==> config.mk <==
export PLATFORM = sky130hd
export DESIGN_NAME = timer_counter
export DESIGN_NICKNAME = d
export VERILOG_FILES = /design/src/common/timer_pkg.sv /design/src/design/timer_counter.sv /design/src/design/count_prescaler.sv /design/src/design/pin_filter.sv
export VERILOG_INCLUDE_DIRS = /design/src /design/src/common
export SDC_FILE = /design/constraint.sdc
export NUM_CORES = 1
export LEC_CHECK = 0
export ABC_CLOCK_PERIOD_IN_PS = 3400
export BUFFER_PORTS_ARGS = -buffer_cell sky130_fd_sc_hd__buf_2
export CORE_AREA = 2 2 104 106
export DETAILED_ROUTE_END_ITERATION = 6
export DIE_AREA = 0 0 106 108
export GPL_TIMING_DRIVEN = 0
export HOLD_SLACK_MARGIN = 0.05
export PLACE_DENSITY = 0.78
export SLEW_MARGIN = 20
export SYNTH_ARGS = -nofsm -noshare
export SYNTH_HDL_FRONTEND = slang
export SYNTH_HIERARCHICAL = 1
export SYNTH_SLANG_ARGS = --single-unit
==> constraint.sdc <==
create_clock -name mclk_in -period 3.4 [get_ports mclk_in]
set_input_delay 0.51 -clock mclk_in [delete_from_list [all_inputs] [get_ports mclk_in]]
set_output_delay 0.51 -clock mclk_in [all_outputs]
set_load 0.02 [all_outputs]
==> src/common/timer_consts.svh <==
// Offsets, field positions, reset values and timing counts of the timer
`ifndef TIMER_CONSTS_SVH
`define TIMER_CONSTS_SVH
// ----------------------------------------
// Register byte offsets
// ----------------------------------------
`define ADDR_CTRL      8'h00
`define ADDR_COMPARE   8'h04
`define ADDR_CAPTURE   8'h08
`define ADDR_EXT_CTRL  8'h0c
`define ADDR_STATUS    8'h10
// ----------------------------------------
// Field positions and reset values
// ----------------------------------------
`define CTRL_MODE_LSB  0
`define CTRL_CLK_LSB   3
`define CTRL_RUN_BIT   5
`define CTRL_BIT6      6
`define CTRL_WIDTH     7
`define CTRL_RST       7'h00
`define EXT_EDGE_BIT   0
`define EXT_RST        1'b0
// ----------------------------------------
// Prescaler taps: divide by 8, 128, 2048
// ----------------------------------------
`define TAP_DIV8       3
`define TAP_DIV128     7
`define TAP_DIV2048    11
`define PRESC_WIDTH    11
// ----------------------------------------
// Noise filter: pulses up to 7 oscillator periods dropped
// ----------------------------------------
`define NOISE_REJ_FC   7
`define NOISE_CYC      (`NOISE_REJ_FC + 1)
`define NOISE_CNT_W    4
`endif

==> src/common/timer_pkg.sv <==
// Types shared by the timer/counter design files
package timer_pkg;
  // Counter operating modes
  typedef enum logic [2:0] {
    MODE_TIMER   = 3'b000,
    MODE_EXTTRIG = 3'b001,
    MODE_EVENT   = 3'b010,
    MODE_WINDOW  = 3'b011,
    MODE_PULSE   = 3'b100
  } mode_t;
  // Pulse measurement phases
  typedef enum logic [1:0] {
    MS_WAIT   = 2'b00,
    MS_FIRST  = 2'b01,
    MS_SECOND = 2'b10
  } meas_t;
  // Control register layout
  typedef struct packed {
    logic       bit6;
    logic       run;
    logic [1:0] clk_sel;
    logic [2:0] mode;
  } ctrl_t;
  // Latched AHB address phase
  typedef struct packed {
    logic       valid;
    logic       wr;
    logic [7:0] addr;
  } ahb_req_t;
endpackage

==> src/design/timer_counter.sv <==
// Five-mode 16-bit up-counting timer/counter with AHB-Lite registers
// Functional notes
// - Five modes: timer, external trigger, event, window, pulse width.
// - 16-bit compare and capture registers, untouched by reset.
// - Timer mode counts internal clock; match interrupts, clears, continues.
// - Internal clock taps divide oscillator by 8, 128 or 2048.
// - Outside pulse and external trigger modes, soft capture bit copies live count to capture, then self-clears.
// - External trigger mode starts counting on selected pin edge.
// - External trigger match interrupts, clears, halts until next edge.
// - Pin filtered: pulses of seven periods or fewer rejected.
// - Event mode counts selected pin edges; match interrupts and clears.
// - Window mode counts internal clock gated by pin; match clears.
// - Window gate active level chosen by the edge select bit.
// - Pulse mode starts on selected edge with internal clock.
// - Opposite edge copies count to capture and interrupts.
// - Bit six picks single or double edge; single clears after capture.
// - Double edge keeps running, next trigger edge captures period.
`timescale 1ns/1ps
`default_nettype none
`include "timer_consts.svh"
module timer_counter
  import timer_pkg::*;
(
  // Clock, reset, enable
  input  wire logic        mclk_in,
  input  wire logic        reset_in,
  input  wire logic        ce_in,
  // AHB-Lite slave
  input  wire logic        hsel_in,
  input  wire logic [31:0] haddr_in,
  input  wire logic [1:0]  htrans_in,
  input  wire logic        hwrite_in,
  input  wire logic [2:0]  hsize_in,
  input  wire logic [31:0] hwdata_in,
  input  wire logic        hready_in,
  output logic [31:0]      hrdata_out,
  output logic             hreadyout_out,
  output logic             hresp_out,
  // External pulse source
  input  wire logic        timer_input_pin_in,
  // Interrupt request
  output logic             counter_irq_out
);

  // ----------------------------------------
  // Declarations
  // ----------------------------------------
  ahb_req_t    ph_q;
  ctrl_t       ctrl_q;
  logic        edge_sel_q;
  logic [15:0] compare_q;
  logic [15:0] capture_q;
  logic [15:0] count_q;
  logic        going_q;
  meas_t       meas_q;
  logic        irq_q;
  logic        addr_ok;
  logic        wr_ctrl;
  logic        wr_ext;
  logic        wr_cmp;
  logic        soft_cap;
  logic [31:0] rd_val;
  logic        tick;
  logic        pin_lvl;
  logic        pin_rise;
  logic        pin_fall;
  logic        trig_edge;
  logic        opp_edge;
  logic        gate_on;
  logic        match;
  logic [15:0] count_inc;
  mode_t       mode;
  logic        mode_chg;
  logic        cap_first;
  logic        cap_period;
  logic [31:0] stat_val;

  // ----------------------------------------
  // AHB-Lite slave
  // ----------------------------------------

  // Only whole-word transfers to this slave are taken
  assign addr_ok = hsel_in & hready_in & htrans_in[1] & (hsize_in == 3'b010);

  // Address phase latched for the data phase
  always_ff @(posedge mclk_in) begin
    if (reset_in) begin
      ph_q <= '0;
    end else if (ce_in) begin
      ph_q.valid <= addr_ok;
      ph_q.wr    <= hwrite_in;
      ph_q.addr  <= haddr_in[7:0];
    end
  end

  // Write strobes in the data phase
  assign wr_ctrl = ph_q.valid & ph_q.wr & (ph_q.addr == `ADDR_CTRL);
  assign wr_ext  = ph_q.valid & ph_q.wr & (ph_q.addr == `ADDR_EXT_CTRL);
  assign wr_cmp  = ph_q.valid & ph_q.wr & (ph_q.addr == `ADDR_COMPARE);

  // Status word: run flag, pulse phase, filtered pin, live count
  assign stat_val = {12'h0, going_q, meas_q, pin_lvl, count_q};

  // Read multiplexer, unmapped reads as zero
  always_comb begin
    case (haddr_in[7:0])
      `ADDR_CTRL:     rd_val = {25'h0, ctrl_q};
      `ADDR_COMPARE:  rd_val = {16'h0, compare_q};
      `ADDR_CAPTURE:  rd_val = {16'h0, capture_q};
      `ADDR_EXT_CTRL: rd_val = {31'h0, edge_sel_q};
      `ADDR_STATUS:   rd_val = stat_val;
      default:        rd_val = 32'h0;
    endcase
  end

  // Read data registered at the address phase
  // A read right behind a write to the same register sees the old value
  always_ff @(posedge mclk_in) begin
    if (reset_in) begin
      hrdata_out <= 32'h0;
    end else if (ce_in && addr_ok && !hwrite_in) begin
      hrdata_out <= rd_val;
    end
  end

  // Zero wait states, always OKAY
  assign hreadyout_out = 1'b1;
  assign hresp_out     = 1'b0;

  // ----------------------------------------
  // Registers
  // ----------------------------------------

  // Soft capture only outside the pulse and external trigger modes
  assign soft_cap = wr_ctrl & hwdata_in[`CTRL_BIT6]
                  & (hwdata_in[2:0] != MODE_PULSE)
                  & (hwdata_in[2:0] != MODE_EXTTRIG);

  // A control write that changes the mode drops any half-done run
  assign mode_chg = wr_ctrl & (hwdata_in[2:0] != ctrl_q.mode);

  // Control register; capture request bit clears itself
  always_ff @(posedge mclk_in) begin
    if (reset_in) begin
      ctrl_q <= `CTRL_RST;
    end else if (ce_in && wr_ctrl) begin
      ctrl_q      <= hwdata_in[`CTRL_WIDTH-1:0];
      ctrl_q.bit6 <= hwdata_in[`CTRL_BIT6] & ~soft_cap;
    end
  end

  // Edge select for the trigger edge and the window gate level
  always_ff @(posedge mclk_in) begin
    if (reset_in) begin
      edge_sel_q <= `EXT_RST;
    end else if (ce_in && wr_ext) begin
      edge_sel_q <= hwdata_in[`EXT_EDGE_BIT];
    end
  end

  // Compare register, no reset
  always_ff @(posedge mclk_in) begin
    if (ce_in && wr_cmp) begin
      compare_q <= hwdata_in[15:0];
    end
  end

  assign mode = mode_t'(ctrl_q.mode);

  // ----------------------------------------
  // Clock source and pin conditioning
  // ----------------------------------------

  // Selected internal count tick
  // Divider runs from reset, so a first period after start may be short
  count_prescaler u_presc (
    .mclk_in  (mclk_in),
    .reset_in (reset_in),
    .ce_in    (ce_in),
    .sel_in   (ctrl_q.clk_sel),
    .tick_out (tick)
  );

  // Filtered timer input
  pin_filter u_filt (
    .mclk_in   (mclk_in),
    .reset_in  (reset_in),
    .ce_in     (ce_in),
    .pin_in    (timer_input_pin_in),
    .level_out (pin_lvl),
    .rise_out  (pin_rise),
    .fall_out  (pin_fall)
  );

  // Edge and level selection, 0 rising/high, 1 falling/low
  assign trig_edge = edge_sel_q ? pin_fall : pin_rise;
  assign opp_edge  = edge_sel_q ? pin_rise : pin_fall;
  assign gate_on   = edge_sel_q ? ~pin_lvl : pin_lvl;

  // Compare and increment
  // A match at a count event wraps, so a period is compare plus one
  assign match     = (count_q == compare_q);
  assign count_inc = count_q + 16'h0001;

  // Pulse-mode capture events, dropped on a mode change
  assign cap_first  = ctrl_q.run & ~mode_chg & (mode == MODE_PULSE)
                    & (meas_q == MS_FIRST) & opp_edge;
  assign cap_period = ctrl_q.run & ~mode_chg & (mode == MODE_PULSE)
                    & (meas_q == MS_SECOND) & trig_edge;

  // ----------------------------------------
  // Counter core
  // ----------------------------------------

  // Count, run state and request per mode
  always_ff @(posedge mclk_in) begin
    if (reset_in) begin
      count_q <= 16'h0000;
      going_q <= 1'b0;
      meas_q  <= MS_WAIT;
      irq_q   <= 1'b0;
    end else if (ce_in) begin
      irq_q <= 1'b0;
      if (!ctrl_q.run || mode_chg) begin
        going_q <= 1'b0;
        meas_q  <= MS_WAIT;
      end else begin
        case (mode)
          MODE_TIMER: begin
            if (tick) begin
              if (match) begin
                count_q <= 16'h0000;
                irq_q   <= 1'b1;
              end else begin
                count_q <= count_inc;
              end
            end
          end
          MODE_EXTTRIG: begin
            if (!going_q) begin
              if (trig_edge) begin
                going_q <= 1'b1;
                count_q <= 16'h0000;
              end
            end else if (tick) begin
              if (match) begin
                count_q <= 16'h0000;
                going_q <= 1'b0;
                irq_q   <= 1'b1;
              end else begin
                count_q <= count_inc;
              end
            end
          end
          MODE_EVENT: begin
            if (trig_edge) begin
              if (match) begin
                count_q <= 16'h0000;
                irq_q   <= 1'b1;
              end else begin
                count_q <= count_inc;
              end
            end
          end
          MODE_WINDOW: begin
            if (tick && gate_on) begin
              if (match) begin
                count_q <= 16'h0000;
                irq_q   <= 1'b1;
              end else begin
                count_q <= count_inc;
              end
            end
          end
          MODE_PULSE: begin
            case (meas_q)
              MS_WAIT: begin
                if (trig_edge) begin
                  count_q <= 16'h0000;
                  meas_q  <= MS_FIRST;
                end
              end
              MS_FIRST: begin
                // An edge wins over a tick in the same cycle
                if (opp_edge) begin
                  irq_q <= 1'b1;
                  if (!ctrl_q.bit6) begin
                    count_q <= 16'h0000;
                    meas_q  <= MS_WAIT;
                  end else begin
                    meas_q <= MS_SECOND;
                  end
                end else if (tick) begin
                  count_q <= count_inc;
                end
              end
              MS_SECOND: begin
                if (trig_edge) begin
                  irq_q   <= 1'b1;
                  count_q <= 16'h0000;
                  meas_q  <= MS_FIRST;
                end else if (tick) begin
                  count_q <= count_inc;
                end
              end
              default: begin
                meas_q <= MS_WAIT;
              end
            endcase
          end
          // Unused mode codes leave the count alone
          default: begin
            going_q <= 1'b0;
          end
        endcase
      end
    end
  end

  // ----------------------------------------
  // Capture register
  // ----------------------------------------

  // Capture register, no reset; soft copy or edge capture
  always_ff @(posedge mclk_in) begin
    if (ce_in) begin
      if (soft_cap) begin
        capture_q <= count_q;
      end else if (cap_first) begin
        capture_q <= count_q;
      end else if (cap_period) begin
        capture_q <= count_q;
      end
    end
  end

  // ----------------------------------------
  // Interrupt output
  // ----------------------------------------

  // One-cycle request, from a flip-flop
  assign counter_irq_out = irq_q;

endmodule
`default_nettype wire

==> src/design/count_prescaler.sv <==
// Oscillator prescaler giving one count tick per selected tap
`timescale 1ns/1ps
`default_nettype none
`include "timer_consts.svh"
module count_prescaler (
  // Clock, reset, enable
  input  wire logic       mclk_in,
  input  wire logic       reset_in,
  input  wire logic       ce_in,
  // Tap select and tick
  input  wire logic [1:0] sel_in,
  output logic            tick_out
);
  logic [`PRESC_WIDTH-1:0] div_q;
  logic [`PRESC_WIDTH-1:0] mask;
  // Tap mask: all ones below the divide point
  always_comb begin
    case (sel_in)
      2'b00:   mask = 11'((1 << `TAP_DIV8) - 1);
      2'b01:   mask = 11'((1 << `TAP_DIV128) - 1);
      default: mask = 11'((1 << `TAP_DIV2048) - 1);
    endcase
  end
  // Free running divider
  always_ff @(posedge mclk_in) begin
    if (reset_in) begin
      div_q <= 11'h000;
    end else if (ce_in) begin
      div_q <= div_q + 11'h001;
    end
  end
  // One-cycle tick at each tap period
  always_ff @(posedge mclk_in) begin
    if (reset_in) begin
      tick_out <= 1'b0;
    end else if (ce_in) begin
      tick_out <= ((div_q & mask) == mask);
    end
  end
endmodule
`default_nettype wire

==> src/design/pin_filter.sv <==
// Pin synchroniser, noise filter and edge detector
`timescale 1ns/1ps
`default_nettype none
`include "timer_consts.svh"
module pin_filter (
  // Clock, reset, enable
  input  wire logic mclk_in,
  input  wire logic reset_in,
  input  wire logic ce_in,
  // Raw pin
  input  wire logic pin_in,
  // Filtered level and edges
  output logic      level_out,
  output logic      rise_out,
  output logic      fall_out
);
  logic                    s1_q;
  logic                    s2_q;
  logic [`NOISE_CNT_W-1:0] cnt_q;
  // Two-stage synchroniser
  always_ff @(posedge mclk_in) begin
    if (reset_in) begin
      s1_q <= 1'b0;
      s2_q <= 1'b0;
    end else if (ce_in) begin
      s1_q <= pin_in;
      s2_q <= s1_q;
    end
  end
  // Level accepted only after it stays put past the reject width
  always_ff @(posedge mclk_in) begin
    if (reset_in) begin
      cnt_q     <= 4'h0;
      level_out <= 1'b0;
      rise_out  <= 1'b0;
      fall_out  <= 1'b0;
    end else if (ce_in) begin
      rise_out <= 1'b0;
      fall_out <= 1'b0;
      if (s2_q == level_out) begin
        cnt_q <= 4'h0;
      end else if (cnt_q == 4'(`NOISE_CYC - 1)) begin
        cnt_q     <= 4'h0;
        level_out <= s2_q;
        rise_out  <= s2_q;
        fall_out  <= ~s2_q;
      end else begin
        cnt_q <= cnt_q + 4'h1;
      end
    end
  end
endmodule
`default_nettype wire

==> flow_summary.json <==
{
  "status": "completed",
  "ir_worst_vdd_mv": 0.2109,
  "crit_type": "register to register",
  "gp_congestion": 0.9166,
  "p_clk_frac": 0.330,
  "ant_nets": 0,
  "grt_pass1_vias": 4604,
  "initial_core_util": 0.5460,
  "root_buffer": "clkbuf_8",
  "leakage_nw": 2.291,
  "cp.arrival_ns": 3.32,
  "crit_fanout": 10,
  "final_common_cell": "nor2_1",
  "max_stage_delay_ns": 0.54,
  "cts_buffer_depth": 2,
  "pwr-share-comb": 0.056,
  "avgSynthCellArea_um2": 9.265,
  "grt_max_degree": 20,
  "setup_viol": 0,
  "maxCapViolations": 0,
  "ctsHoldBuffers": 0,
  "cts_resized": 0,
  "p_sw_mw": 0.5486,
  "worstPathRequired_ns": 3.67,
  "synth.distinct_cells": 77,
  "post-route-period-util": 0.8978,
  "gr-total-overflow": 0,
  "syn_area_um2": 5587,
  "hold_class": "input port to register",
  "synthFlopType": "dfxtp_1",
  "fmax_mhz": 327.6,
  "maxSlewViolCount": 0,
  "die-height_um": 108,
  "seq_area_frac_synth": 0.4551,
  "yosysWarnings": 6,
  "layout-drive-gt1-share": 0.1706,
  "die_area_um2": 11450,
  "grt_pass1_wl_um": 21880,
  "drt-total-wl_um": 13320,
  "cts_buffers": 9,
  "worstSetupStartpointType": "register",
  "mostFrequentLayoutCells": "nor2_1 (81), dfxtp_1 (79), buf_2 (56)",
  "areaGrowthSynthToFinish_pct": 12.16,
  "io_pins": 111,
  "vias": 4892,
  "relSlewSlack": 0.4543,
  "synthCells": 603,
  "cts_setup_buffers": 0,
  "clock_skew_ns": 0.01360,
  "fin_crit_ns": 3.052,
  "antenna_found_initial": 0,
  "drt_iter0_drc": 474,
  "grt.total_usage": 0.2398,
  "critPathCaptureType": "register",
  "fp.coreArea_um2": 10230,
  "synthArstFlopShare": 0,
  "swShare": 0.2452,
  "drc": 0,
  "path_cells": "inv_1, ha_1, nor2b_1, nor3_1, nor3_1, a21oi_1, clkbuf_1, nor2_1, o21ai_0, o41ai_1",
  "diodes": 0,
  "cts_tree": "done",
  "crit_top_cell": "nor3_1",
  "io_buffers": 54,
  "final_cells": 822,
  "dp_cells": 806,
  "fin_nets": 764,
  "num_rows": 37,
  "slowest_stage": "nor3_1",
  "hold_viol_final": 0,
  "die_w_um": 106,
  "first_pass_iters": 5,
  "cts.sinks": 111,
  "pre_cts_slack_ns": 0.3498,
  "rsz0062_at_grt": "no",
  "tightestPinTransition_ns": 0.8177,
  "synth_seq_cells": 111,
  "clock_latency_ns": 0.38,
  "synth_edf_count": 32,
  "wl_per_cell_um": 16.20,
  "post-route-worst-setup-slack_ns": 0.3475,
  "dp_hpwl_um": 9975,
  "fill_cells": 887,
  "clk_pin_slew_ns": 0.11,
  "seq_power_share": 0.614,
  "internal_power_mw": 1.689,
  "power_density_nw_per_um2": 357.1,
  "cts-htree-levels": 3,
  "viasPerCell": 5.951
}
critical path: cells and delay by family (launching register included):
kind / cells / cell delay [ns]
buffers and inverters: 2 / 0.40
AND/OR/NAND/NOR: 4 / 1.22
flip-flops: 1 / 0.39
AO/OA/AOI/OAI: 3 / 0.67
adder cells (fa/ha/maj): 1 / 0.26
registers in the layout, summed over array words and instances (netlist names), 2 cells and up:
register / flops
ph_q: 10
u_filt/cnt_q: 4
ctrl_q: 4
hrdata_out: 20
mode: 3
meas_q: 2
u_presc/div_q: 11
count_q: 16
compare_q: 16
capture_q: 16
logic make-up after synthesis:
group           count (synthesis)  synth area share
simple gates                  226            0.2101
fa+ha+maj                       7           0.01568
buf+inv                        60           0.05375
flops                         111            0.4551
xor+xnor                       26           0.04211
compound gates                147            0.1787
mux                            24           0.04322
other cells                     2          0.001344
cell usage after synthesis (12+ instances only):
| master | count | area [µm²] |
|---|---|---|
| nand2b_1 | 12 | 75.07 |
| nand3_1 | 21 | 105.1 |
| clkbuf_1 | 25 | 93.84 |
| nor2_1 | 82 | 307.8 |
| nand2_1 | 30 | 112.6 |
| buf_4 | 17 | 127.6 |
| dfxtp_1 | 79 | 1582 |
| a22oi_1 | 17 | 127.6 |
| a21oi_1 | 49 | 245.2 |
| edfxtp_1 | 32 | 960.9 |
| o21ai_0 | 17 | 85.08 |
| xor2_1 | 22 | 192.7 |
| mux2i_1 | 23 | 230.2 |
stage by stage:
step | hold slack (ns) | TNS, ns | power, mW | cell area, µm² | utilization
2_1_floorplan | 0.4064 | 0 | 1.483 | 5632 | -
3_3_place_gp | 0.4062 | -1.752 | 1.523 | 6072 | 0.5935
3_5_place_dp | 0.4143 | 0 | 1.528 | 6090 | 0.5952
4_1_cts | 0.2822 | 0 | 2.257 | 6266 | 0.6125
5_1_grt | 0.2873 | 0 | 2.318 | 6266 | 0.6125
6_report | 0.2980 | 0 | 2.238 | 6266 | 0.6125
power by group through the flow:
stage	Clock, mW	Sequential, mW	Combinational (mW)
detailed placement	0	1.40	0.124
CTS	0.758	1.37	0.125
floorplan	0	1.40	0.0815
global placement	0	1.40	0.120
global route	0.804	1.38	0.138
finish	0.739	1.37	0.125
worst paths after layout:
path,endpoint,slack [ns],cells after the start,from
worst max register to register,count_q[8]$_SDFFE_PP0P_,0.35,10,meas_q[1]$_SDFFE_PP0P_
worst min register to register,capture_q[8]$_DFFE_PP_,0.43,0,count_q[8]$_SDFFE_PP0P_
worst max-delay path,count_q[8]$_SDFFE_PP0P_,0.35,10,meas_q[1]$_SDFFE_PP0P_
worst min-delay path,compare_q[14]$_DFFE_PP_,0.30,1,hwdata_in[14]
cell type report:
cell class                      instances  area, µm²  area share
Timing Repair Buffer                   55      281.5     0.04493
Tap cell                              136      170.2     0.02716
Clock inverter                          7      52.55    0.008387
Sequential cell                       111       2542      0.4058
Multi-Input combinational cell        444       2795      0.4461
Inverter                               11      41.29    0.006589
Clock buffer                            9      123.9     0.01977
Buffer                                 49      259.0     0.04133
per-layer routing:
layer / share of wire / global-route usage
met1: 0.42 / 0.3045
met2: 0.49 / 0.4253
met3: 0.070 / 0.03677
met4: 0.015 / 0.07049
met5: 0 / 0
No activity file was read; power rests on OpenSTA's default activity.
